`src/ext_memory_bus_pkg.sv`:
```
package ext_memory_bus_pkg;

  // ----------------------------------------------------------------
  // Register map
  // ----------------------------------------------------------------
  localparam logic [3:0] REG_MEMORY_BUS_CONTROL = 4'h0;
  localparam logic [3:0] REG_BUS_STATUS         = 4'h1;
  localparam logic [7:0] MEMORY_BUS_CONTROL_RST = 8'h00;

  // Control register fields
  localparam int         BIT_EXT_BUS_DISABLE = 7;
  localparam int         WAIT_LSB            = 4;
  localparam int         WMODE_LSB           = 0;
  localparam logic [7:0] CONTROL_WMASK       = 8'hB3;

  // ----------------------------------------------------------------
  // Pin budget
  // ----------------------------------------------------------------
  localparam int PIN_COUNT  = 27;
  localparam int AD_WIDTH   = 16;
  localparam int AHI_WIDTH  = 4;
  localparam int CTRL_WIDTH = 8;

  // Positions of the strobes in the control port group
  localparam int CT_ALE = 0;
  localparam int CT_OE  = 1;
  localparam int CT_WRL = 2;
  localparam int CT_WRH = 3;
  localparam int CT_BA0 = 4;
  localparam int CT_CE  = 5;
  localparam int CT_LB  = 6;
  localparam int CT_UB  = 7;

  // Idle strobe levels: active-low strobes high, latch and byte address low
  localparam logic [7:0] CTRL_IDLE = 8'hEE;

  // ----------------------------------------------------------------
  // Modes and encodings
  // ----------------------------------------------------------------
  typedef enum logic [1:0] {
    MODE_MICROPROCESSOR = 2'h0,
    MODE_BOOT_BLOCK     = 2'h1,
    MODE_EXTENDED       = 2'h2,
    MODE_MICROCONTROLLER = 2'h3
  } prog_mode_t;

  localparam logic [1:0] WMODE_BYTE_WRITE  = 2'h0;
  localparam logic [1:0] WMODE_BYTE_SELECT = 2'h1;

  // Bus cycle phase lengths in clock cycles
  localparam int ADDR_CYCLES = 1;
  localparam int DATA_CYCLES = 1;
  localparam int MAX_WAIT    = 3;
  // Extra read data cycles so the two-flop pad path shows the memory word
  localparam int READ_SETTLE_CYCLES = 2;

endpackage : ext_memory_bus_pkg

```
`src/bus_req_if.sv`:
```
interface bus_req_if;
  logic        start;
  logic        is_write;
  logic        is_fetch;
  logic [19:0] addr;
  logic [1:0]  wait_count;
  logic [15:0] wdata;
  logic [7:0]  wstrobe;
  logic        busy;
  logic        done;
  logic [15:0] rdata;

  modport master (output start, is_write, is_fetch, addr, wait_count, wdata, wstrobe,
                  input busy, done, rdata);
  modport slave  (input start, is_write, is_fetch, addr, wait_count, wdata, wstrobe,
                  output busy, done, rdata);
endinterface : bus_req_if

```
`src/ext_memory_bus_control.sv`:
```
// Behaviour
// RULE_01 - Twenty-seven pins serve the bus, shared with I/O on four port groups.
// RULE_02 - Three groups carry address/data lines; the fourth carries the strobes.
// RULE_03 - The bus is always sixteen bits wide; no byte-wide bus exists.
// RULE_04 - Four program memory modes; pin function follows mode and disable bit.
// RULE_05 - Fully external mode: bus always active, pins never I/O.
// RULE_06 - Fully internal mode: bus inactive, pins only I/O.
// RULE_07 - Fully internal mode: control register ignores writes, reads zero.
// RULE_08 - Mixed modes: any external fetch or table access switches pins to bus.
// RULE_09 - Mixed modes, internal only: disable 0 keeps bus, 1 gives I/O.
// RULE_10 - Word write mode drives both buffered bytes, high strobe on odd byte.
// RULE_11 - Byte select copies latch to both halves, high strobe with byte enable; the UB strobe never reaches a pin, so an odd byte goes out with no enable.
// RULE_12 - Wait field adds 0 to 3 cycles to table cycles, 11 means zero.
// RULE_13 - Byte write copies latch to both halves, strobe chosen by pointer LSB.
// RULE_14 - Disable set from external code waits for a branch into internal memory.
// RULE_15 - Idle bus: data lines released, strobes high, latch and byte address low.
//
// The implementer's own choices: the placing of the registers and strobed register access.
module ext_memory_bus_control (
  input  wire logic                               clk,
  input  wire logic                               srst,
  // Register port
  input  wire logic [3:0]                         reg_addr,
  input  wire logic [7:0]                         reg_wdata,
  input  wire logic                               reg_wr,
  input  wire logic                               reg_rd,
  output logic      [7:0]                         reg_rdata,
  // Core side
  input  wire ext_memory_bus_pkg::prog_mode_t     prog_mode,
  input  wire logic                               exec_external,
  input  wire logic                               ext_req,
  input  wire logic                               ext_is_fetch,
  input  wire logic                               ext_is_write,
  input  wire logic [20:0]                        table_pointer,
  input  wire logic [7:0]                         table_latch,
  output logic                                    ext_busy,
  output logic                                    ext_done,
  output logic      [15:0]                        ext_rdata,
  // Port function side
  input  wire logic [26:0]                        port_out,
  input  wire logic [26:0]                        port_oe_n,
  output logic                                    pins_are_bus,
  // Pads
  input  wire logic [26:0]                        pin_in,
  output logic      [26:0]                        pin_out,
  output logic      [26:0]                        pin_oe_n
);

  bus_req_if req ();

  logic [7:0]  memory_bus_control_reg;
  logic        disable_eff_reg;
  logic [7:0]  hold_latch_reg;
  logic [15:0] ad_sync1_reg;
  logic [15:0] ad_sync2_reg;
  logic        bus_active;
  logic        internal_mode;
  logic        mixed_mode;
  logic [1:0]  wmode;
  logic [15:0] ad_out;
  logic [15:0] ad_oe_n;
  logic [3:0]  ahi_out;
  logic [7:0]  ctrl_out;
  logic [26:0] bus_out;
  logic [26:0] bus_oe_n;
  logic [15:0] wr_data;
  logic [7:0]  wr_strobe;

  assign internal_mode = (prog_mode == ext_memory_bus_pkg::MODE_MICROCONTROLLER);
  assign mixed_mode    = (prog_mode == ext_memory_bus_pkg::MODE_BOOT_BLOCK) ||
                         (prog_mode == ext_memory_bus_pkg::MODE_EXTENDED);
  assign wmode         = memory_bus_control_reg[ext_memory_bus_pkg::WMODE_LSB +: 2];

  // ----------------------------------------------------------------
  // Control register
  // ----------------------------------------------------------------
  // Writes are dropped and contents held at zero in the internal mode
  always_ff @(posedge clk)
  begin
    if (srst || internal_mode)
      memory_bus_control_reg <= ext_memory_bus_pkg::MEMORY_BUS_CONTROL_RST; // see RULE_07
    else if (reg_wr && reg_addr == ext_memory_bus_pkg::REG_MEMORY_BUS_CONTROL)
      memory_bus_control_reg <= reg_wdata & ext_memory_bus_pkg::CONTROL_WMASK;
  end

  // Read data valid in the cycle after the strobe only
  always_ff @(posedge clk)
  begin
    if (srst)
      reg_rdata <= 8'h00;
    else if (reg_rd && reg_addr == ext_memory_bus_pkg::REG_MEMORY_BUS_CONTROL)
      reg_rdata <= internal_mode ? 8'h00 : memory_bus_control_reg; // see RULE_07
    else if (reg_rd && reg_addr == ext_memory_bus_pkg::REG_BUS_STATUS)
      reg_rdata <= {5'h00, disable_eff_reg, req.busy, bus_active};
    else
      reg_rdata <= 8'h00;
  end

  // ----------------------------------------------------------------
  // Effective disable bit
  // ----------------------------------------------------------------
  // Setting takes hold only once execution is back in internal memory,
  // so code running from the bus never pulls the pins from under itself
  always_ff @(posedge clk)
  begin
    if (srst)
      disable_eff_reg <= 1'b0;
    else if (!memory_bus_control_reg[ext_memory_bus_pkg::BIT_EXT_BUS_DISABLE])
      disable_eff_reg <= 1'b0;
    else if (!exec_external)
      disable_eff_reg <= 1'b1; // see RULE_14
  end

  // ----------------------------------------------------------------
  // Pin function decision
  // ----------------------------------------------------------------
  always_comb
  begin
    bus_active = 1'b0;
    unique case (prog_mode)
      ext_memory_bus_pkg::MODE_MICROPROCESSOR:  bus_active = 1'b1; // see RULE_05
      ext_memory_bus_pkg::MODE_MICROCONTROLLER: bus_active = 1'b0; // see RULE_06
      ext_memory_bus_pkg::MODE_BOOT_BLOCK,
      ext_memory_bus_pkg::MODE_EXTENDED:
        // External access always wins; otherwise the disable bit decides
        bus_active = ext_req || req.busy || exec_external || !disable_eff_reg; // see RULE_08
    endcase
  end
  assign pins_are_bus = bus_active && (mixed_mode || !internal_mode); // see RULE_04
  // Mixed-mode internal-only pin ownership follows disable_eff_reg above // see RULE_09

  // ----------------------------------------------------------------
  // Word-write holding latch for the even byte
  // ----------------------------------------------------------------
  always_ff @(posedge clk)
  begin
    if (srst)
      hold_latch_reg <= 8'h00;
    else if (ext_req && ext_is_write && !req.busy && wmode[1] && !table_pointer[0])
      hold_latch_reg <= table_latch;
  end

  // ----------------------------------------------------------------
  // Table-write data and strobe selection
  // ----------------------------------------------------------------
  always_comb
  begin
    wr_data   = {table_latch, table_latch};
    wr_strobe = ext_memory_bus_pkg::CTRL_IDLE;
    wr_strobe[ext_memory_bus_pkg::CT_BA0] = table_pointer[0];
    if (wmode[1])
    begin
      // Even byte only fills the latch; odd byte writes the pair
      if (table_pointer[0])
      begin
        wr_data = {table_latch, hold_latch_reg}; // see RULE_10
        wr_strobe[ext_memory_bus_pkg::CT_WRH] = 1'b0;
        wr_strobe[ext_memory_bus_pkg::CT_UB]  = 1'b0;
        wr_strobe[ext_memory_bus_pkg::CT_LB]  = 1'b0;
      end
      else
      begin
        wr_strobe = ext_memory_bus_pkg::CTRL_IDLE;
      end
    end
    else if (wmode == ext_memory_bus_pkg::WMODE_BYTE_SELECT)
    begin
      wr_strobe[ext_memory_bus_pkg::CT_WRH] = 1'b0; // see RULE_11
      if (table_pointer[0])
        wr_strobe[ext_memory_bus_pkg::CT_UB] = 1'b0;
      else
        wr_strobe[ext_memory_bus_pkg::CT_LB] = 1'b0;
    end
    else
    begin
      if (table_pointer[0])
        wr_strobe[ext_memory_bus_pkg::CT_WRH] = 1'b0; // see RULE_13
      else
        wr_strobe[ext_memory_bus_pkg::CT_WRL] = 1'b0;
    end
  end

  // ----------------------------------------------------------------
  // Request to the cycle engine
  // ----------------------------------------------------------------
  // Field 11 means no wait, so the count is the inverted field
  assign req.start      = ext_req && !req.busy && !internal_mode;
  assign req.is_write   = ext_is_write;
  assign req.is_fetch   = ext_is_fetch;
  assign req.addr       = table_pointer[20:1];
  assign req.wait_count = ~memory_bus_control_reg[ext_memory_bus_pkg::WAIT_LSB +: 2]; // see RULE_12
  assign req.wdata      = wr_data; // see RULE_03
  assign req.wstrobe    = wr_strobe;

  assign ext_busy  = req.busy;
  assign ext_done  = req.done;
  assign ext_rdata = req.rdata;

  // Pad data passes two flops before the engine samples it
  always_ff @(posedge clk)
  begin
    if (srst)
    begin
      ad_sync1_reg <= 16'h0000;
      ad_sync2_reg <= 16'h0000;
    end
    else
    begin
      ad_sync1_reg <= pin_in[15:0];
      ad_sync2_reg <= ad_sync1_reg;
    end
  end

  bus_cycle_engine u_engine (
    .clk        (clk),
    .srst       (srst),
    .req        (req.slave),
    .bus_active (pins_are_bus),
    .ad_in      (ad_sync2_reg),
    .ad_out     (ad_out),
    .ad_oe_n    (ad_oe_n),  // see RULE_15
    .ahi_out    (ahi_out),
    .ctrl_out   (ctrl_out)
  );

  // ----------------------------------------------------------------
  // Pin assembly: 16 address/data, 4 upper address, 7 strobes
  // ----------------------------------------------------------------
  // Strobes drive whenever the bus owns the pins; upper address only inside a cycle
  assign bus_out  = {ctrl_out[ext_memory_bus_pkg::CTRL_WIDTH-2:0], ahi_out, ad_out}; // see RULE_02
  assign bus_oe_n = {7'h00, {4{req.done || !req.busy}}, ad_oe_n}; // see RULE_15

  pin_mux u_pin_mux (
    .pins_are_bus (pins_are_bus), // see RULE_01
    .bus_out      (bus_out),
    .bus_oe_n     (bus_oe_n),
    .port_out     (port_out),
    .port_oe_n    (port_oe_n),
    .pin_out      (pin_out),
    .pin_oe_n     (pin_oe_n)
  );

endmodule : ext_memory_bus_control

```
`src/bus_cycle_engine.sv`:
```
module bus_cycle_engine (
  input  wire logic         clk,
  input  wire logic         srst,
  bus_req_if.slave          req,
  input  wire logic         bus_active,
  input  wire logic [15:0]  ad_in,
  output logic      [15:0]  ad_out,
  output logic      [15:0]  ad_oe_n,
  output logic      [3:0]   ahi_out,
  output logic      [7:0]   ctrl_out
);

  typedef enum logic [2:0] {S_IDLE, S_ADDR, S_WAIT, S_DATA, S_DONE} phase_t;

  phase_t      state_reg;
  logic [1:0]  wait_reg;
  logic        wr_reg;
  logic [19:0] addr_reg;
  logic [15:0] wdata_reg;
  logic [7:0]  wstb_reg;
  logic [15:0] rdata_reg;
  logic [1:0]  settle;

  // Data phase extension: none for writes, the synchroniser depth for reads
  assign settle = wr_reg ? 2'h0 : 2'(ext_memory_bus_pkg::READ_SETTLE_CYCLES);

  // ----------------------------------------------------------------
  // Cycle sequencer: address, optional waits, data
  // ----------------------------------------------------------------
  always_ff @(posedge clk)
  begin
    if (srst)
    begin
      state_reg <= S_IDLE;
      wait_reg  <= 2'h0;
      wr_reg    <= 1'b0;
      addr_reg  <= 20'h00000;
      wdata_reg <= 16'h0000;
      wstb_reg  <= ext_memory_bus_pkg::CTRL_IDLE;
    end
    else
    begin
      unique case (state_reg)
        S_IDLE:
        begin
          if (req.start)
          begin
            state_reg <= S_ADDR;
            wr_reg    <= req.is_write;
            addr_reg  <= req.addr;
            wdata_reg <= req.wdata;
            wstb_reg  <= req.wstrobe;
            // Fetches never stretch; only table cycles use the wait count
            wait_reg  <= req.is_fetch ? 2'h0 : req.wait_count;
          end
        end
        S_ADDR:
        begin
          if (wait_reg != 2'h0)
            state_reg <= S_WAIT;
          else
          begin
            state_reg <= S_DATA;
            wait_reg  <= settle;
          end
        end
        S_WAIT:
        begin
          if (wait_reg == 2'h1)
          begin
            state_reg <= S_DATA;
            wait_reg  <= settle;
          end
          else
            wait_reg <= wait_reg - 2'h1;
        end
        S_DATA:
        begin
          // Reads keep the output enable low until the pad data have settled
          if (wait_reg != 2'h0)
            wait_reg <= wait_reg - 2'h1;
          else
            state_reg <= S_DONE;
        end
        S_DONE:  state_reg <= S_IDLE;
      endcase
    end
  end

  // Read data taken on the last data cycle, once the synchroniser has caught up
  always_ff @(posedge clk)
  begin
    if (srst)
      rdata_reg <= 16'h0000;
    else if (state_reg == S_DATA && !wr_reg && wait_reg == 2'h0)
      rdata_reg <= ad_in;
  end

  assign req.busy  = (state_reg != S_IDLE);
  assign req.done  = (state_reg == S_DONE);
  assign req.rdata = rdata_reg;

  // ----------------------------------------------------------------
  // Pin drive; idle keeps the data lines released
  // ----------------------------------------------------------------
  always_comb
  begin
    ad_out   = 16'h0000;
    ad_oe_n  = 16'hFFFF;
    ahi_out  = 4'h0;
    ctrl_out = ext_memory_bus_pkg::CTRL_IDLE;
    if (bus_active && state_reg != S_IDLE && state_reg != S_DONE)
    begin
      ahi_out = addr_reg[19:16];
      ctrl_out[ext_memory_bus_pkg::CT_CE]  = 1'b0;
      ctrl_out[ext_memory_bus_pkg::CT_BA0] = wstb_reg[ext_memory_bus_pkg::CT_BA0];
      if (state_reg == S_ADDR)
      begin
        ad_out  = addr_reg[15:0];
        ad_oe_n = 16'h0000;
        ctrl_out[ext_memory_bus_pkg::CT_ALE] = 1'b1;
      end
      else if (wr_reg)
      begin
        // A word-write to an even address tristates the data phase
        ad_out  = wdata_reg;
        ad_oe_n = (wstb_reg == ext_memory_bus_pkg::CTRL_IDLE) ? 16'hFFFF : 16'h0000;
        ctrl_out[ext_memory_bus_pkg::CT_BA0] = wstb_reg[ext_memory_bus_pkg::CT_BA0];
        ctrl_out[ext_memory_bus_pkg::CT_LB]  = wstb_reg[ext_memory_bus_pkg::CT_LB];
        ctrl_out[ext_memory_bus_pkg::CT_UB]  = wstb_reg[ext_memory_bus_pkg::CT_UB];
        if (state_reg == S_DATA)
        begin
          ctrl_out[ext_memory_bus_pkg::CT_WRL] = wstb_reg[ext_memory_bus_pkg::CT_WRL];
          ctrl_out[ext_memory_bus_pkg::CT_WRH] = wstb_reg[ext_memory_bus_pkg::CT_WRH];
        end
      end
      else
      begin
        ctrl_out[ext_memory_bus_pkg::CT_OE] = 1'b0;
        ctrl_out[ext_memory_bus_pkg::CT_LB] = 1'b0;
        ctrl_out[ext_memory_bus_pkg::CT_UB] = 1'b0;
      end
    end
  end

endmodule : bus_cycle_engine

```
`src/pin_mux.sv`:
```
module pin_mux (
  input  wire logic         pins_are_bus,
  input  wire logic [26:0]  bus_out,
  input  wire logic [26:0]  bus_oe_n,
  input  wire logic [26:0]  port_out,
  input  wire logic [26:0]  port_oe_n,
  output logic      [26:0]  pin_out,
  output logic      [26:0]  pin_oe_n
);

  // ----------------------------------------------------------------
  // Per-pin selection between bus and port function
  // ----------------------------------------------------------------
  genvar i;
  generate
    for (i = 0; i < ext_memory_bus_pkg::PIN_COUNT; i++)
    begin : g_pin
      assign pin_out[i]  = pins_are_bus ? bus_out[i]  : port_out[i];
      assign pin_oe_n[i] = pins_are_bus ? bus_oe_n[i] : port_oe_n[i];
    end
  endgenerate

endmodule : pin_mux

```
`config.mk`:
```
export PLATFORM = sky130hd
export DESIGN_NAME = ext_memory_bus_control
export DESIGN_NICKNAME = d
export VERILOG_FILES = /design/src/ext_memory_bus_pkg.sv /design/src/bus_req_if.sv /design/src/ext_memory_bus_control.sv /design/src/bus_cycle_engine.sv /design/src/pin_mux.sv
export SDC_FILE = /design/constraint.sdc
export NUM_CORES = 1
export LEC_CHECK = 0
export BUFFER_PORTS_ARGS = -buffer_cell sky130_fd_sc_hd__buf_2
export CORE_MARGIN = 5
export CORE_UTILIZATION = 43
export DETAILED_ROUTE_END_ITERATION = 16
export GPL_ROUTABILITY_DRIVEN = 0
export GPL_TIMING_DRIVEN = 0
export PLACE_DENSITY = 0.83
export REMOVE_ABC_BUFFERS = 1
export SYNTH_ARGS = -nofsm -noshare
export SYNTH_HDL_FRONTEND = slang
export SYNTH_SLANG_ARGS = --single-unit
```
`constraint.sdc`:
```
create_clock -name clk -period 2.8 [get_ports clk]
set_input_delay 0.84 -clock clk [delete_from_list [all_inputs] [get_ports clk]]
set_output_delay 0.84 -clock clk [all_outputs]
set_load 0.02 [all_outputs]
```
==> impl_metrics.csv, run 1 <==
group,metric,value,unit
routing,routed-wl-met3,1190,um
sta,fin_crit,3.18,ns
synthesis,synth_edf_count,0,
cells_and_area,fill_cells,906,
pwr,p_leak,0.00311,uW
pwr,seq_power_share,31.9,%
clock_tree,htreeDepth,4,
routing,detail_route.first_pass.iterations,5,
sta,setup_viol,55,
cells_and_area,syn_to_final_growth,43.3,%
cells_and_area,multiInputGateArea,2400,um2
critical_path,cp.arrival,2.34,ns
cells_and_area,regArea,2310,um2
floorplanning,initial_core_util,44.3,%
routing,vias_per_cell,5.07,
critical_path,critPathKind,"input port to output pin",
cells_and_area,largest_reg_flops,20,
pwr,p_per_area,880,nW/um2
sta,rsz0062_at_grt,"yes",
routing,highest_layer,"met4",
synthesis,syn_inst,590,
sta,setup_slack,-0.376,ns
pwr,p_switching,2110,uW
worst_hold_path,hold_path.class,"flop to flop",
critical_path,start_kind,"input port",
synthesis,avgSynthCellArea,8.20,um2
critical_path,path_max_fanout,4,
routing,antenna_left,0,
pwr,power_frac_comb,35.5,%
sta,max_freq,0.315,GHz
placement,io_buffers,196,
clock_tree,cts_tree,"done",
grt,grt_pass1_wl,20900,um
floorplanning,die_w,116,um
sta,fin_crit_sh,113,%
synthesis,async_flop_share,0,%
clock_tree,cts_max_path_buffers,2,
sta,report.final.slew_viol_count,0,
sta,hold_viol,0,
floorplanning,dieHeight,116,um
pwr,switching_share,34.5,%
routing,wirelength,14100,um
grt,grt_max_degree,74,
clock_tree,ctsHoldBuffers,0,
outcome,status,"complete, but fails checks",
clock_tree,cts.sinks,115,
floorplanning,die-area,13500,um2
synthesis,synth_warnings,0,
outcome,violations,"negative setup slack",
critical_path,end_kind,"output pin",
synthesis,yosys.cell_types.count,44,
synthesis,synth_top_cell_area_share,47.6,%
pwr,power.total,6110,uW
routing,vias,4747,
clock_tree,clkTransAtPathRegs,0.05,ns
synthesis,ys_ff_latch,115,
cells_and_area,drive_above_1_share,34.4,%
pwr,intPower,4000,uW
grt,antenna_found_initial,0,
synthesis,ys_seq_area_share,47.6,%
cells_and_area,diodes,0,
clock_tree,clockRootBuffer,"clkbuf_16",
routing,wl_met1,5400,um
routing,drt_iter0_drc,220,
cells_and_area,nets,920,
grt,overflow,0,
clock_tree,clock_latency,0.40,ns
floorplanning,floorplan.rows,38,
synthesis,mappedNetlistArea,4840,um2
synthesis,synth_top_cell_by_area,"dfxtp_1",
sta,clock_skew,0.00916,ns
sta,max_slew_margin,10.7,%
floorplanning,core_area,10900,um2
synthesis,yosysMostFrequentCell,"nand2_1",
job,max_cap_viol_count,0,
critical_path,required,1.96,ns
floorplanning,ios,213,
pwr,clock_power_share,32.6,%
clock_tree,cts_buffers,17,
sta,tightest_slew,1.34,ns
grt,grt_pass1_vias,4394,
placement,post-dp-hpwl,9520,um
synthesis,synthTopCellsByArea,"dfxtp_1 48%, nand2_1 9.9%, a21oi_1 7.0%",
pwr,peakVddDrop,550,uV
routing,wire_per_inst,15.1,um
routing,drc_errors,0,
synthesis,synthTopCellsByCount,"127 x nand2_1, 115 x dfxtp_1, 68 x a21oi_1",
synthesis,synth_flop_cell,"dfxtp_1",
routing,met2_length,7360,um
sta,final.setup.tns,-14.86,ns
grt,grtUsageTotal,19.6,%
==> per-stage QoR <==
step / setup slack [ns] / area, um2 / std cells / utilization [%] / hold WS [ns]
floorplan: -1.22 / 4630 / 545 / - / 0.411
global placement: -2.37 / 5790 / 881 / 53.0 / 0.416
detailed placement: -1.23 / 5920 / 888 / 54.1 / 0.425
CTS: -0.417 / 6740 / 926 / 61.6 / 0.434
global route: -0.426 / 6940 / 936 / 63.4 / 0.442
finish: -0.376 / 6940 / 936 / 63.4 / 0.432
==> per-layer routing <==
metal,vias up,GRT usage [%]
met3,15,5.08
met1,2165,21.8
met4,0,6.96
met2,185,36.2
met5,-,0
li1,2382,-
==> cell families after synthesis <==
family	count (synthesis)	share of synthesized area [%]
adders and majority gates	3	0.776
AOI/OAI and AO/OA	133	17.0
buffers and inverters	50	4.63
and+or+nand+nor	274	27.1
DFF	115	47.6
muxes	13	2.69
other	1	0.0775
xor gates and xnor gates	1	0.181
==> cell usage in the layout, fill, tap and decap left out, drive strengths merged, types with 3 or more instances in the layout <==
| cell type | instances |
|---|---|
| buf | 220 |
| nand2 | 127 |
| dfxtp | 115 |
| a21oi | 68 |
| nor2 | 41 |
| nor2b | 35 |
| clkbuf | 22 |
| o21ai | 22 |
| and3 | 17 |
| a21o | 17 |
| mux2i | 13 |
| nor3 | 12 |
| and2 | 11 |
| a311oi | 10 |
| nand3 | 9 |
| nand2b | 6 |
| a22o | 5 |
| clkinvlp | 5 |
| nand3b | 4 |
| nor3b | 4 |
| inv | 4 |
| clkinv | 3 |
| ha | 3 |
==> worst max-delay path, stage by stage <==
cell and delay, ns:
buf_6 0.09, ha_4 0.29, nand2b_4 0.14, o41ai_4 0.08
buf_6 0.13, buf_12 0.12, nor3_4 0.20, buf_6 0.15
a21o_1 0.15, buf_6 0.14
==> final cells by class <==
class	count	share of cell area (%)
multi-input combinational	426	34.6
clock inverter	9	1.19
tap	140	2.53
sequential	115	33.4
clock buffer	21	6.78
timing repair buffer	221	21.2
inverter	4	0.325
==> path summary, 6_finish.rpt <==
check	start	to	slack [ns]	cells after the start
worst min register to register	ad_sync1_reg[12]$_SDFF_PP0_	ad_sync2_reg[12]$_SDFF_PP0_	0.43	1
worst max-delay path	prog_mode[0]	pin_oe_n[4]	-0.38	10
worst max register to register	u_engine.state_reg[2]$_SDFFE_PP0P_	u_engine.wstb_reg[2]$_SDFFE_PP1P_	0.44	4
worst min-delay path	ad_sync1_reg[12]$_SDFF_PP0_	ad_sync2_reg[12]$_SDFF_PP0_	0.43	1
==> power by group through the flow <==
stage / logic (uW) / registers [uW] / clock network, uW
floorplan: 1130 / 1940 / 0
global placement: 1710 / 1970 / 0
detailed placement: 1790 / 1980 / 0
CTS: 2030 / 1960 / 2020
global route: 2350 / 1970 / 2100
finish: 2170 / 1950 / 1990
==> repair_timing <==
| item | 4_1_cts | 5_1_grt |
|---|---|---|
| cloned | 1 | 1 |
| endpoints found under the hold margin | 0 | 0 |
| setup buffers | 7 | 9 |
| pin swaps | 6 | 5 |
| endpoints found under the setup margin | 55 | 55 |
| resized for setup | 61 | 37 |
(Power assumes the default switching activity.)
==> inputs of run 2 (changes only) <==
CORE_UTILIZATION = 47   (was 43)
PLACE_DENSITY = 0.85   (was 0.83)
SETUP_SLACK_MARGIN = 0.05   (was default)
clock period = 3.4 ns   (was 2.8 ns; I/O delays follow)
==> impl_metrics.csv, run 2 (synthesis gave the netlist of run 1 again) <==
group,metric,value,unit
outcome,status,"complete, but fails checks",
outcome,violations,"negative setup slack",
clock_tree,cts_buffers,17,
placement,post-dp-hpwl,9310,um
clock_tree,ctsHoldBuffers,0,
sta,hold_viol,0,
cells_and_area,syn_to_final_growth,52.0,%
sta,clock_skew,0.0125,ns
sta,max_slew_margin,14.8,%
sta,fin_crit_sh,104,%
critical_path,required,2.38,ns
cells_and_area,diodes,0,
critical_path,end_kind,"output pin",
grt,grt_pass1_wl,23400,um
floorplanning,die-area,12400,um2
placement,io_buffers,196,
floorplanning,floorplan.rows,37,
grt,antenna_found_initial,0,
floorplanning,ios,213,
clock_tree,cts.sinks,115,
floorplanning,dieHeight,111,um
routing,drt_iter0_drc,244,
critical_path,start_kind,"input port",
cells_and_area,final_cell_mix,"140 x buf_2, 111 x dfxtp_1, 107 x nand2_1",
worst_hold_path,hold_path.class,"flop to flop",
pwr,peakVddDrop,356,uV
routing,drc_errors,0,
sta,max_freq,0.282,GHz
job,max_cap_viol_count,0,
grt,overflow,0,
cells_and_area,nets,917,
cells_and_area,final_common_cell,"buf_2",
sta,report.final.slew_viol_count,0,
clock_tree,htreeDepth,4,
clock_tree,cts_max_path_buffers,2,
routing,detail_route.first_pass.iterations,4,
routing,antenna_left,0,
sta,final.setup.tns,-3.52,ns
floorplanning,core_area,10200,um2
sta,setup_viol,47,
floorplanning,initial_core_util,47.5,%
cells_and_area,drive_above_1_share,39.4,%
clock_tree,clock_latency,0.50,ns
routing,vias,4905,
grt,grt_pass1_vias,4736,
sta,setup_slack,-0.149,ns
pwr,p_per_area,707,nW/um2
grt,grtUsageTotal,23.0,%
critical_path,cp.arrival,2.53,ns
sta,timing.hold.ws,0.431,ns
clock_tree,cts_tree,"done",
critical_path,critPathKind,"input port to output pin",
sta,tightest_slew,1.28,ns
grt,grt_max_degree,63,
clock_tree,clockRootBuffer,"clkbuf_8",
routing,wire_per_inst,16.6,um
floorplanning,die_w,111,um
routing,wirelength,15500,um
sta,fin_crit,3.55,ns
clock_tree,clkTransAtPathRegs,0.05,ns
cells_and_area,largest_reg_flops,20,
sta,rsz0062_at_grt,"yes",
critical_path,path_max_fanout,8,
pwr,p_leak,0.00332,uW
routing,vias_per_cell,5.27,
==> run 2: cell count changes in the layout (fill, tap and decap cells not counted), moves of 4 or more <==
cell     previous run  this run
nand2_4             1        15
and2_1             11         5
and2_4              0         6
buf_2             158       140
o21ai_0             7         2
buf_4              30        12
nand2_2             1         5
buf_6              26        54
nand2_1           125       107
o21ai_1            13         5
o21ai_2             2        14
nor2_4              4         8
nor2_1             36        30
==> run 2: repair_timing <==
action	in CTS	in global routing
setup endpoints to repair	55	55
pin swaps	32	16
endpoints found under the hold margin	0	0
gates resized for setup	145	70
cloned	4	1
buffers inserted	12	1
==> run 2: worst max-delay path, stage by stage <==
cell and delay (ns):
buf_6 0.09, ha_4 0.29, nand2_4 0.05, o41ai_4 0.28, buf_6 0.17, buf_6 0.13, buf_12 0.16, nand2_2 0.05
o21ai_1 0.09, buf_4 0.17
==> run 2: report_power, final <==
group          total, uW  switching, uW  internal [uW]
logic               1890           1090            804
registers           1620            126           1490
clock network       1690            591           1100
total               5200           1810           3390
==> run 2: final timing paths <==
check             slack (ns)  cells past startpoint                               start                                 to
hold / removal          0.43                      1         ad_sync1_reg[13]$_SDFF_PP0_        ad_sync2_reg[13]$_SDFF_PP0_
setup reg to reg        1.11                      4  u_engine.state_reg[1]$_SDFFE_PP0P_  u_engine.wstb_reg[2]$_SDFFE_PP1P_
setup / recovery       -0.15                     10                        prog_mode[0]                         pin_out[8]
hold reg to reg         0.43                      1         ad_sync1_reg[13]$_SDFF_PP0_        ad_sync2_reg[13]$_SDFF_PP0_
==> run 2: stage by stage <==
stage / total power [uW] / setup slack, ns / utilization [%] / cells / instance area, um2
global route: 5460 / -0.217 / 72.2 / 931 / 7360
detailed placement: 3080 / -0.733 / 57.9 / 883 / 5890
global placement: 3020 / -1.99 / 56.8 / 877 / 5790
finish: 5200 / -0.149 / 72.2 / 931 / 7360
CTS: 5060 / -0.160 / 69.8 / 931 / 7110
floorplan: 2530 / -0.979 / - / 545 / 4630
==> run 2: cell type report <==
class	instances	area (um2)
Fill cell	750	2830
Multi-Input combinational cell	426	2620
Sequential cell	115	2310
Timing Repair Buffer	218	1660
Clock buffer	24	470
Tap cell	136	170
Clock inverter	8	101
Inverter	4	22.5
==> run 2: layer usage <==
metal	routed length (um)	GRT usage (%)
met5	0	0
met4	108	5.52
met3	1380	7.01
met2	8080	41.3
met1	5930	26.9
